File: config.mk
export PLATFORM = sky130hd
export DESIGN_NAME = fieldbus_process_data_map
export DESIGN_NICKNAME = d
export VERILOG_FILES = /design/src/logic/pd_map_pkg.sv /design/src/logic/fieldbus_process_data_map.sv
export SDC_FILE = /design/constraint.sdc
export NUM_CORES = 1
export LEC_CHECK = 0
export BUFFER_PORTS_ARGS = -buffer_cell sky130_fd_sc_hd__buf_2
export CORE_ASPECT_RATIO = 0.5
export CORE_UTILIZATION = 29
export DETAILED_ROUTE_END_ITERATION = 10
export GPL_TIMING_DRIVEN = 1
export PLACE_DENSITY_LB_ADDON = 0.05
export SYNTH_ARGS = -nofsm -noshare
export SYNTH_HDL_FRONTEND = slang
export SYNTH_SLANG_ARGS = --single-unit
File: constraint.sdc
create_clock -name pclk -period 1.8 [get_ports pclk]
set_input_delay 0.45 -clock pclk [delete_from_list [all_inputs] [get_ports pclk]]
set_output_delay 0.45 -clock pclk [all_outputs]
set_load 0.05 [all_outputs]
File: src/logic/pd_map_pkg.sv
// Purpose: constants for the fieldbus process data map
// Assumes: apb registers, one 32-bit word each
// Notes:   user registers 3 and 4 are loaded by hardware only
//
// Overview of operation
// - output word 3 source selector takes codes 0 to 7 and resets to 0.
// - code 0 sends motor current in tenths of an ampere.
// - code 1 sends output power in hundredths of a kilowatt.
// - code 2 sends digital input status, bit 0 for input 1 upward.
// - code 3 sends analog input 2 level, 0 to 1000 for 0 to 100.0 percent.
// - code 4 sends heatsink temperature, 0 to 100 for 0 to 100 degrees.
// - codes 5 and 6 send user register 1 and user register 2.
// - code 7 sends the user selected monitor value.
// - input word 4 destination code 0 drives ramp control only when ramp source is 1.
// - input word 4 destination code 1 copies word 4 into read-only user register 4.
// - input word 3 destination code 0 drives torque limit only when torque source is 3.
// - input word 3 destination code 1 drives the pid setpoint when pid enable is 1.
// - input word 3 destination code 2 copies word 3 into read-only user register 3.
// - reply extra delay holds 0 to 16 characters and resets to 0.
// - the extra delay is added to the minimum silent interval before a reply.
// - ramp source 0 uses internal ramps and 1 uses fieldbus ramps.

package pd_map_pkg;

	// ==========================================================
	// register offsets
	localparam logic [7:0] OFS_OUT3_SRC  = 8'h00;
	localparam logic [7:0] OFS_IN4_DST   = 8'h04;
	localparam logic [7:0] OFS_IN3_DST   = 8'h08;
	localparam logic [7:0] OFS_RDELAY    = 8'h0C;
	localparam logic [7:0] OFS_CONFIG    = 8'h10;
	localparam logic [7:0] OFS_USER1     = 8'h14;
	localparam logic [7:0] OFS_USER2     = 8'h18;
	localparam logic [7:0] OFS_USER3     = 8'h1C;
	localparam logic [7:0] OFS_USER4     = 8'h20;
	localparam logic [7:0] OFS_STATUS    = 8'h24;

	// ==========================================================
	// config field positions
	localparam int CFG_RAMP_BIT   = 0;
	localparam int CFG_TORQUE_LSB = 4;
	localparam int CFG_PID_BIT    = 8;

	// ==========================================================
	// codes and limits
	localparam logic [2:0] SRC_CURRENT = 3'h0;
	localparam logic [2:0] SRC_POWER   = 3'h1;
	localparam logic [2:0] SRC_DIGIN   = 3'h2;
	localparam logic [2:0] SRC_ANALOG2 = 3'h3;
	localparam logic [2:0] SRC_HEATSNK = 3'h4;
	localparam logic [2:0] SRC_USER1   = 3'h5;
	localparam logic [2:0] SRC_USER2   = 3'h6;
	localparam logic [2:0] SRC_MONITOR = 3'h7;
	localparam logic [1:0] IN3_TORQUE  = 2'h0;
	localparam logic [1:0] IN3_PID     = 2'h1;
	localparam logic [1:0] IN3_USER3   = 2'h2;
	localparam logic       IN4_RAMP    = 1'h0;
	localparam logic       IN4_USER4   = 1'h1;
	localparam logic [3:0] TORQUE_FROM_BUS = 4'h3;
	localparam logic [4:0] RDELAY_MAX  = 5'h10;
	localparam logic [5:0] SILENT_HALF_CHARS = 6'h07;

	// ==========================================================
	// reset values
	localparam logic [2:0]  RST_OUT3_SRC = 3'h0;
	localparam logic        RST_IN4_DST  = 1'h0;
	localparam logic [1:0]  RST_IN3_DST  = 2'h0;
	localparam logic [4:0]  RST_RDELAY   = 5'h00;
	localparam logic [15:0] RST_WORD     = 16'h0000;

	typedef enum logic [1:0]
	{
		ST_IDLE = 2'b01,
		ST_WAIT = 2'b10
	} reply_state_t;

endpackage

File: src/logic/fieldbus_process_data_map.sv
// Purpose: process data word mapping and modbus reply delay
// Assumes: one exchange strobe per cyclic transfer, half character tick
// Notes:   apb answers in the access cycle with no wait states
`timescale 1ns/1ps

module fieldbus_process_data_map
(
	input  wire logic        pclk,
	input  wire logic        presetn,
	input  wire logic        psel,
	input  wire logic        penable,
	input  wire logic        pwrite,
	input  wire logic [7:0]  paddr,
	input  wire logic [31:0] pwdata,
	output logic      [31:0] prdata,
	output logic             pready,
	output logic             pslverr,
	input  wire logic        exchange,
	input  wire logic [15:0] input_word_3,
	input  wire logic [15:0] input_word_4,
	input  wire logic [15:0] motor_current,
	input  wire logic [15:0] output_power,
	input  wire logic [15:0] digital_inputs,
	input  wire logic [15:0] analog_in2_level,
	input  wire logic [15:0] heatsink_temp,
	input  wire logic [15:0] user_selected_monitor_value,
	output logic      [15:0] output_word_3,
	output logic             output_word_3_valid,
	output logic      [15:0] ramp_command,
	output logic             ramp_command_valid,
	output logic             ramp_from_fieldbus,
	output logic      [15:0] torque_command,
	output logic             torque_command_valid,
	output logic      [15:0] pid_setpoint,
	output logic             pid_setpoint_valid,
	input  wire logic        request_received,
	input  wire logic        half_char_tick,
	output logic             reply_start
);

	// ==========================================================
	// state
	typedef struct packed
	{
		logic [2:0]               out3_src;
		logic                     in4_dst;
		logic [1:0]               in3_dst;
		logic [4:0]               rdelay;
		logic                     ramp_source_setting;
		logic [3:0]               torque_source_setting;
		logic                     pid_user_setpoint_enable;
		logic [15:0]              user1;
		logic [15:0]              user2;
		logic [15:0]              user3;
		logic [15:0]              user4;
		logic [15:0]              out3;
		logic                     out3_v;
		logic [15:0]              ramp;
		logic                     ramp_v;
		logic [15:0]              torque;
		logic                     torque_v;
		logic [15:0]              pid;
		logic                     pid_v;
		logic [31:0]              rdata;
		logic                     err;
		pd_map_pkg::reply_state_t st;
		logic [5:0]               cnt;
		logic                     go;
	} state_t;

	state_t state_r;
	state_t state_nxt;

	// ==========================================================
	// helpers
	function automatic logic mapped(input logic [7:0] a);
		mapped = (a == pd_map_pkg::OFS_OUT3_SRC) || (a == pd_map_pkg::OFS_IN4_DST) ||
			(a == pd_map_pkg::OFS_IN3_DST) || (a == pd_map_pkg::OFS_RDELAY) ||
			(a == pd_map_pkg::OFS_CONFIG) || (a == pd_map_pkg::OFS_USER1) ||
			(a == pd_map_pkg::OFS_USER2) || (a == pd_map_pkg::OFS_USER3) ||
			(a == pd_map_pkg::OFS_USER4) || (a == pd_map_pkg::OFS_STATUS);
	endfunction

	function automatic logic [31:0] word16(input logic [15:0] v);
		word16 = {16'h0000, v};
	endfunction

	// places the config fields at their package positions
	function automatic logic [31:0] cfg_word(input logic r, input logic [3:0] tq, input logic p);
		cfg_word                                    = 32'h00000000;
		cfg_word[pd_map_pkg::CFG_RAMP_BIT]          = r;
		cfg_word[pd_map_pkg::CFG_TORQUE_LSB +: 4]   = tq;
		cfg_word[pd_map_pkg::CFG_PID_BIT]           = p;
	endfunction

	logic setup;
	logic wr;

	assign setup = psel && !penable;
	assign wr    = psel && penable && pwrite && mapped(paddr);

	// ==========================================================
	// next state
	always_comb
	begin
		state_nxt = state_r;
		state_nxt.out3_v   = 1'b0;
		state_nxt.ramp_v   = 1'b0;
		state_nxt.torque_v = 1'b0;
		state_nxt.pid_v    = 1'b0;
		state_nxt.go       = 1'b0;

		// apb read data and error captured in setup
		if (setup)
		begin
			state_nxt.err = !mapped(paddr);
			unique case (paddr)
				pd_map_pkg::OFS_OUT3_SRC: state_nxt.rdata = {29'h0, state_r.out3_src};
				pd_map_pkg::OFS_IN4_DST:  state_nxt.rdata = {31'h0, state_r.in4_dst};
				pd_map_pkg::OFS_IN3_DST:  state_nxt.rdata = {30'h0, state_r.in3_dst};
				pd_map_pkg::OFS_RDELAY:   state_nxt.rdata = {27'h0, state_r.rdelay};
				pd_map_pkg::OFS_CONFIG:   state_nxt.rdata = cfg_word(
					state_r.ramp_source_setting, state_r.torque_source_setting,
					state_r.pid_user_setpoint_enable);
				pd_map_pkg::OFS_USER1:    state_nxt.rdata = word16(state_r.user1);
				pd_map_pkg::OFS_USER2:    state_nxt.rdata = word16(state_r.user2);
				pd_map_pkg::OFS_USER3:    state_nxt.rdata = word16(state_r.user3);
				pd_map_pkg::OFS_USER4:    state_nxt.rdata = word16(state_r.user4);
				pd_map_pkg::OFS_STATUS:   state_nxt.rdata = {31'h0,
					state_r.st == pd_map_pkg::ST_WAIT};
				default:                  state_nxt.rdata = 32'h00000000;
			endcase
		end

		// apb writes
		if (wr)
		begin
			unique case (paddr)
				pd_map_pkg::OFS_OUT3_SRC: state_nxt.out3_src = pwdata[2:0];
				pd_map_pkg::OFS_IN4_DST:  state_nxt.in4_dst = pwdata[0];
				pd_map_pkg::OFS_IN3_DST:  state_nxt.in3_dst = pwdata[1:0];
				pd_map_pkg::OFS_RDELAY:
					state_nxt.rdelay = (pwdata[31:0] > 32'(pd_map_pkg::RDELAY_MAX)) ?
						pd_map_pkg::RDELAY_MAX : pwdata[4:0];
				pd_map_pkg::OFS_CONFIG:
				begin
					state_nxt.ramp_source_setting = pwdata[pd_map_pkg::CFG_RAMP_BIT];
					state_nxt.torque_source_setting =
						pwdata[pd_map_pkg::CFG_TORQUE_LSB +: 4];
					state_nxt.pid_user_setpoint_enable = pwdata[pd_map_pkg::CFG_PID_BIT];
				end
				pd_map_pkg::OFS_USER1:    state_nxt.user1 = pwdata[15:0];
				pd_map_pkg::OFS_USER2:    state_nxt.user2 = pwdata[15:0];
				default:
				begin
				end
			endcase
		end

		// cyclic exchange
		if (exchange)
		begin
			state_nxt.out3_v = 1'b1;
			unique case (state_r.out3_src)
				pd_map_pkg::SRC_CURRENT: state_nxt.out3 = motor_current;
				pd_map_pkg::SRC_POWER:   state_nxt.out3 = output_power;
				pd_map_pkg::SRC_DIGIN:   state_nxt.out3 = digital_inputs;
				pd_map_pkg::SRC_ANALOG2: state_nxt.out3 = analog_in2_level;
				pd_map_pkg::SRC_HEATSNK: state_nxt.out3 = heatsink_temp;
				pd_map_pkg::SRC_USER1:   state_nxt.out3 = state_r.user1;
				pd_map_pkg::SRC_USER2:   state_nxt.out3 = state_r.user2;
				pd_map_pkg::SRC_MONITOR: state_nxt.out3 = user_selected_monitor_value;
			endcase

			if (state_r.in4_dst == pd_map_pkg::IN4_RAMP)
			begin
				if (state_r.ramp_source_setting)
				begin
					state_nxt.ramp   = input_word_4;
					state_nxt.ramp_v = 1'b1;
				end
			end
			else
			begin
				state_nxt.user4 = input_word_4;
			end

			if (state_r.in3_dst == pd_map_pkg::IN3_TORQUE)
			begin
				if (state_r.torque_source_setting == pd_map_pkg::TORQUE_FROM_BUS)
				begin
					state_nxt.torque   = input_word_3;
					state_nxt.torque_v = 1'b1;
				end
			end
			else if (state_r.in3_dst == pd_map_pkg::IN3_PID)
			begin
				if (state_r.pid_user_setpoint_enable)
				begin
					state_nxt.pid   = input_word_3;
					state_nxt.pid_v = 1'b1;
				end
			end
			else if (state_r.in3_dst == pd_map_pkg::IN3_USER3)
			begin
				state_nxt.user3 = input_word_3;
			end
		end

		// reply delay in half character ticks
		unique case (state_r.st)
			pd_map_pkg::ST_IDLE:
			begin
				if (request_received)
				begin
					state_nxt.st  = pd_map_pkg::ST_WAIT;
					state_nxt.cnt = pd_map_pkg::SILENT_HALF_CHARS +
						{state_r.rdelay, 1'b0};
				end
			end
			pd_map_pkg::ST_WAIT:
			begin
				if (request_received)
				begin
					state_nxt.cnt = pd_map_pkg::SILENT_HALF_CHARS +
						{state_r.rdelay, 1'b0};
				end
				else if (half_char_tick)
				begin
					if (state_r.cnt == 6'h01)
					begin
						state_nxt.st  = pd_map_pkg::ST_IDLE;
						state_nxt.cnt = 6'h00;
						state_nxt.go  = 1'b1;
					end
					else
					begin
						state_nxt.cnt = state_r.cnt - 6'h01;
					end
				end
			end
			default:
			begin
				state_nxt.st  = pd_map_pkg::ST_IDLE;
				state_nxt.cnt = 6'h00;
			end
		endcase
	end

	// ==========================================================
	// registers
	always_ff @(posedge pclk or negedge presetn)
	begin
		if (!presetn)
		begin
			state_r <= '0;
			state_r.out3_src <= pd_map_pkg::RST_OUT3_SRC;
			state_r.in4_dst  <= pd_map_pkg::RST_IN4_DST;
			state_r.in3_dst  <= pd_map_pkg::RST_IN3_DST;
			state_r.rdelay   <= pd_map_pkg::RST_RDELAY;
			state_r.user1    <= pd_map_pkg::RST_WORD;
			state_r.user2    <= pd_map_pkg::RST_WORD;
			state_r.user3    <= pd_map_pkg::RST_WORD;
			state_r.user4    <= pd_map_pkg::RST_WORD;
			state_r.st       <= pd_map_pkg::ST_IDLE;
		end
		else
		begin
			state_r <= state_nxt;
		end
	end

	// ==========================================================
	// outputs
	assign prdata               = state_r.rdata;
	assign pready               = 1'b1;
	assign pslverr              = psel && penable && state_r.err;
	assign output_word_3        = state_r.out3;
	assign output_word_3_valid  = state_r.out3_v;
	assign ramp_command         = state_r.ramp;
	assign ramp_command_valid   = state_r.ramp_v;
	assign ramp_from_fieldbus   = state_r.ramp_source_setting;
	assign torque_command       = state_r.torque;
	assign torque_command_valid = state_r.torque_v;
	assign pid_setpoint         = state_r.pid;
	assign pid_setpoint_valid   = state_r.pid_v;
	assign reply_start          = state_r.go;

endmodule

==> impl_metrics.yaml, run 1 <==
timing:
  rsz0062_at_grt: "yes"
  finalCritPeriodShare_pct: 96.4
  whs_ps: 210
  fin_crit_ps: 1730
  final.setup_skew_ps: 10.4
  slew_viol_final: 0
  max_freq_ghz: 0.576
  hold_viol_final: 0
  setup_violations: 0
critical_path:
  ff2ff_setup_slack_ps: 70
  crit_type: "reg2reg"
  critPathArrivalTime_ps: 2070
  worstPathRequired_ps: 2140
  reg2reg_to: "state_r[8]"
  r2r-start: "state_r[5]"
  reg2reg_depth: 5
  critPathCaptureType: "register"
  start_kind: "register"
  worstPathMaxFanout: 3
global_routing:
  grt_max_degree: 44
  antenna_found_initial: 1
  grt_pass1_vias: 7892
  grt_pass1_wl_mm: 49.1
  grt_overflow_total: 0
  grtUsageTotal_pct: 19.9
finish:
  antennaDiodeCount: 0
  drive_gt1_share_pct: 42.6
  multi_input_area_um2: 4190
  nets: 1393
  fin_area_um2: 12100
  area_growth_pct: 28.0
  fill_cells: 3309
  seqCellArea_um2: 4390
power_and_ir_drop:
  ir_worst_vdd_uv: 574
  leakage_nw: 6.28
  power_density_nw_per_um2: 780
placement:
  gp_congestion: 0.869
  dp_hpwl_mm: 26.1
  dpl_cell_area_um2: 11500
  io_buffers: 262
die:
  dieHeight_um: 130
  start_util_pct: 29.7
  dieArea_um2: 33500
  die_w_um: 258
  core_um2: 31900
  ios: 280
  placementRows: 46
drt:
  drt-initial-drc-count: 353
  routedWlPerCell_um: 19.9
  vias: 7806
  first_pass_iters: 5
  ant_nets: 0
  drt-total-wl_mm: 33.0
  drc: 0
  via_per_inst: 4.71
clocking:
  numCtsBuffers: 17
  clock_latency_ps: 450
  h-tree-depth: 4
  path_clk_slew_ps: 70
  clock-sinks: 175
  clk_root_buffer_cell: "clkbuf_16"
  cts_tree: "yes"
  clockBufferDepth: 2
worst_hold_path:
  hold_path.class: "in2reg"
  hp-start: "input_word_4[14]"
  whs_path_depth: 3
  holdPathEnd: "ramp_command[14]"
run_status:
  outcome: "complete, no violations"
logic_synthesis:
  ys_warn_count: 0
  synth-edff-count: 0
  netlist_instances: 948
  synthFlopType: "dfrtp_1"
  synth_cell_type_count: 64
  ys_async_sr_fraction_pct: 100
  synth.cell_area_um2: 9480
  yosysSeqAreaShare_pct: 46.2
  syn_avg_cell_area_um2: 10.0
  synth_seq_cells: 175
job:
  cap_violations: 0
## per-layer routing
metal  wire length (um)  vias up  track usage [%]
met5                  0        -                0
met4                449        0             5.53
met3               1190       26             3.34
met2              14700      189             31.1
met1              16700     3844             28.5
li1                   -     3747                -
## report_power, final
group          leakage [nW]  internal [mW]  switching (mW)
Combinational          3.62          0.672            1.02
Clock                 0.269           1.96            1.71
Sequential             2.38           4.05          0.0732
Total                  6.28           6.67            2.80
## layout by cell type (no fill, tap or decap), types with 4 or more instances in the layout
master	synthesis	routed
a22o_1	12	12
inv_1	36	36
nor4_1	7	7
nor3_1	14	13
a21oi_1	24	22
o21ai_0	44	42
nand3_1	14	14
o22ai_1	19	19
a31oi_1	6	6
nor2_1	25	25
mux2_2	76	69
a211oi_1	12	12
nand2b_1	6	6
buf_12	1	12
nor2b_1	14	11
mux2i_1	26	26
clkbuf_16	0	17
conb_1	2	17
dfrtp_1	174	171
o221ai_1	4	4
nand3b_1	4	4
nand2_1	176	174
o31ai_1	4	4
and2_1	4	4
buf_2	10	261
mux4_2	8	8
ha_1	5	4
mux2_4	10	17
a22oi_1	18	18
buf_4	97	98
a221oi_1	10	10
## kinds of logic (layout without fill, tap and decap cells)
logic type               count (synthesis)  after routing  share of synthesized area, %
other                                    2             17                        0.0792
AO/OA/AOI/OAI                          169            169                          11.8
flip-flops                             175            175                          46.2
adder cells (fa/ha/maj)                  5              5                         0.660
XOR/XNOR                                 3              3                         0.277
multiplexers                           120            120                          15.3
buffers and inverters                  183            445                          11.5
AND/OR/NAND/NOR                        291            291                          14.3
## area by class of cell
cell class	count	share of cell area, %
timing repair buffer	374	19.1
multi-input combinational	605	34.5
inverter	39	1.21
clock buffer	20	3.68
clock inverter	12	0.938
sequential	175	36.1
tap	432	4.45
## synthesized netlist by cell type, drive strengths merged, types with 2 or more instances
library cell / number / area (um2)
and3b: 2 / 17.5
nand4b: 2 / 17.5
a31oi: 6 / 37.5
a222oi: 2 / 20.0
clkbuf: 29 / 109
a21oi: 24 / 120
inv: 36 / 135
o21ai: 45 / 225
ha: 5 / 62.6
nand2: 176 / 661
mux4: 8 / 180
mux2: 86 / 1010
a22o: 12 / 105
buf: 115 / 832
xor2: 3 / 26.3
nor2: 25 / 93.8
nor4: 8 / 65.1
nor4b: 3 / 32.5
clkinv: 3 / 11.3
and2: 4 / 25.0
or3: 5 / 31.3
nor2b: 14 / 87.6
nand3b: 4 / 30.0
o22ai: 19 / 119
mux2i: 26 / 260
a22oi: 18 / 135
a211oi: 12 / 90.1
o221ai: 4 / 35.0
nor3b: 2 / 15.0
and3: 3 / 18.8
a21o: 2 / 15.0
conb: 2 / 7.51
o31ai: 4 / 30.0
nor3: 16 / 96.4
o41ai: 2 / 17.5
a221oi: 10 / 87.6
dfrtp: 174 / 4350
nand2b: 6 / 37.5
nand4: 2 / 12.5
nand3: 15 / 80.1
and2b: 2 / 15.0
## how the worst max path moves through the flow
stage                 start  slack, ps                end  cells after the start
2_1_floorplan      paddr[1]       -260       state_r[147]                      5
3_3_place_gp      pwdata[0]       -320       state_r[181]                      8
3_5_place_dp      pwdata[0]       -380       state_r[181]                      8
4_1_cts        state_r[188]         30   output_word_3[2]                      5
5_1_grt        state_r[188]         -6  output_word_3[10]                      4
6_report         state_r[5]         70         state_r[8]                      5
## critical path, cell delays in order (launching register included)
cell and delay (ps):
dfrtp_1 380, or3_4 410, or2_4 270, or3b_1 360
a21oi_2 150, a21oi_1 60
## sequential cells by signal, indices dropped and copies added (netlist names)
register              cells
output_word_3            16
output_word_3_valid       1
pid_setpoint             16
pid_setpoint_valid        1
prdata                   16
ramp_command             16
ramp_command_valid        1
ramp_from_fieldbus        1
reply_start               1
state_r                  89
torque_command           16
torque_command_valid      1
## timing repair
item                                    4_1_cts  5_1_grt
hold buffers                                  1        0
pin swaps                                     1        0
buffers inserted                              0        3
gates resized for setup                       6        9
endpoints found under the hold margin        33        0
endpoints found under the setup margin       10       10
## metrics by stage
step	util, %	setup slack, ps	setup TNS [ps]	std cells	total power [mW]
floorplan	-	-256	-4070	963	5.11
global placement	36.0	-321	-9510	1621	5.84
detailed placement	36.0	-376	-11060	1621	5.84
CTS	37.8	25.8	0	1654	9.60
global route	38.0	-6.36	-6.36	1657	9.90
finish	38.0	65.4	0	1657	9.47
Power figures use the tool's default switching activity.
==> run 2, diff against run 1 <==
- clock period: 1.8 -> 1.75 ns (I/O delays scaled with it)
==> run 2 against run 1 <==
Net effect: critical path depth unchanged; via count decreased by 0.14%; worst setup slack got worse by 58 ps; final area increased by 0.47%; sequential share of layout area decreased by 0.17 points; clock skew decreased by 2.8 ps; register-to-register slack got worse by 60 ps; critical endpoint is now state_r[7]; clock-buffer cell count decreased by 1; wire length decreased by 0.50%; final cell count about the same; utilization increased by 0.18 points; flip-flop and latch count unchanged.
==> impl_metrics.yaml, run 2 (synthesized netlist as in run 1, its figures left out) <==
clocking:
  h-tree-depth: 4
  path_clk_slew_ps: 70
  clk_root_buffer_cell: "clkbuf_16"
  clockBufferDepth: 2
  clock_latency_ps: 450
  clock-sinks: 175
  cts_tree: "yes"
  numCtsBuffers: 17
drt:
  ant_nets: 0
  drt-total-wl_mm: 32.9
  routedWlPerCell_um: 19.8
  drc: 0
  first_pass_iters: 5
  vias: 7795
  via_per_inst: 4.71
  drt-initial-drc-count: 371
power_and_ir_drop:
  ir_worst_vdd_uv: 639
  leakage_nw: 6.28
  p_sw_mw: 2.88
  combPwrFrac_pct: 17.8
  p_clk_share_pct: 39.4
  p_seq_share_pct: 42.8
  netSwitchingFraction_pct: 29.1
  p_int_mw: 7.01
  power_mw: 9.89
  power_density_nw_per_um2: 811
critical_path:
  r2r-start: "state_r[3]"
  worstPathRequired_ps: 2150
  reg2reg_depth: 5
  start_kind: "register"
  crit_type: "reg2reg"
  crit_path_max_incr_delay_ps: 400
  reg2reg_to: "state_r[7]"
  worst-path-buf-inv: 0
  worstPathMaxFanout: 3
  path_cells: "or3_4 -> or2_4 -> or3b_4 -> a21oi_4 -> a21o_1"
  ff2ff_setup_slack_ps: 7
  critPathCaptureType: "register"
  critPathArrivalTime_ps: 2140
  cpMaxStageDelayCell: "or3_4"
  critPathTopFamily: "simple AND/OR/NAND/NOR gates"
timing:
  setup_violations: 0
  setup_ws_ps: 7.22
  hold_viol_final: 0
  rsz0062_at_grt: "yes"
  fin_crit_ps: 1740
  final.setup_skew_ps: 7.61
  slew_viol_final: 0
  max_freq_ghz: 0.574
  finalCritPeriodShare_pct: 99.6
global_routing:
  antenna_found_initial: 2
  grtUsageTotal_pct: 19.9
  grt_pass1_wl_mm: 49.5
  grt_pass1_vias: 7806
  grt_overflow_total: 0
  grt_max_degree: 40
die:
  dieArea_um2: 33500
  core_um2: 31900
  dieHeight_um: 130
  start_util_pct: 29.7
  placementRows: 46
  ios: 280
  die_w_um: 258
job:
  cap_violations: 0
placement:
  dp_hpwl_mm: 25.9
  io_buffers: 262
  dp_slack_ps: -364
  gp_congestion: 0.877
finish:
  drive_gt1_share_pct: 43.2
  area_growth_pct: 28.6
  largest_reg_flops: 89
  final_cell_mix: "260 x buf_2, 174 x nand2_1, 169 x dfrtp_1, 96 x buf_4, 69 x mux2_2"
  nets: 1391
  top_register: "state_r"
  layout_commonest_cell: "buf_2"
worst_hold_path:
  whs_path_depth: 3
  holdPathEnd: "ramp_command[12]"
  hold_path.class: "in2reg"
  hp-start: "input_word_4[12]"
run_status:
  outcome: "complete, no violations"
[run 2: cell types whose count changed in the layout (fill, tap and decap cells not counted), moves of 2 or more]
cell / change
a221oi_1: -2
dfrtp_2: +3
a221oi_2: +2
buf_4: -2
dfrtp_1: -2
a21oi_1: -2
[run 2: how the worst max path moves through the flow]
| stage | startpoint | to | slack [ps] | cells past startpoint |
|---|---|---|---|---|
| after floorplan | paddr[1] | state_r[147] | -290 | 5 |
| after global placement | pwdata[0] | state_r[180] | -350 | 8 |
| after detailed placement | pwdata[0] | state_r[181] | -360 | 8 |
| after CTS | state_r[5] | state_r[8] | 2 | 5 |
| after global routing | state_r[3] | state_r[7] | -50 | 5 |
| final | state_r[3] | state_r[7] | 7 | 5 |
[run 2: metrics by stage]
step | util, % | cell area (um2) | hold WS, ps | cells | setup TNS [ps]
4_1_cts | 37.9 | 12100 | 174 | 1650 | 0
3_3_place_gp | 36.0 | 11500 | 395 | 1617 | -12470
3_5_place_dp | 36.0 | 11500 | 402 | 1617 | -12390
2_1_floorplan | - | 9650 | 142 | 963 | -5080
5_1_grt | 38.2 | 12200 | 188 | 1656 | -111
6_report | 38.2 | 12200 | 190 | 1656 | 0
[run 2: per-layer routing]
metal | vias to the layer above | share of wire [%] | track usage (%)
met5 | - | 0 | 0
met3 | 22 | 4.8 | 4.95
met1 | 3847 | 50 | 28.7
li1 | 3739 | - | -
met4 | 0 | 1.1 | 4.84
met2 | 187 | 44 | 29.9
[run 2: timing repair]
action	CTS	global route
hold endpoints to repair	30	0
gates cloned	0	0
resized for setup	6	13
pin swaps	2	5
setup buffers	0	5
hold buffers	1	0
setup endpoints to repair	28	27
[run 2: cell type report]
type,count,area [um2]
Antenna cell,1,2.50
Clock buffer,19,443
Clock inverter,13,138
Fill cell,3263,19700
Inverter,39,146
Multi-Input combinational cell,605,4220
Sequential cell,175,4390
Tap cell,432,541
Timing Repair Buffer,372,2320
[run 2: power by group through the flow]
stage | combinational, mW | clock [mW] | sequential (mW)
floorplan | 0.974 | 0 | 4.30
global placement | 1.70 | 0 | 4.31
detailed placement | 1.70 | 0 | 4.31
CTS | 1.73 | 4.03 | 4.23
global route | 1.92 | 4.18 | 4.25
finish | 1.76 | 3.89 | 4.23
[run 2: worst register-to-register path, cell delays in order, from the launching register on]
cell and delay, ps:
dfrtp_1 390, or3_4 400, or2_4 240, or3b_4 390
a21oi_4 170, a21o_1 100
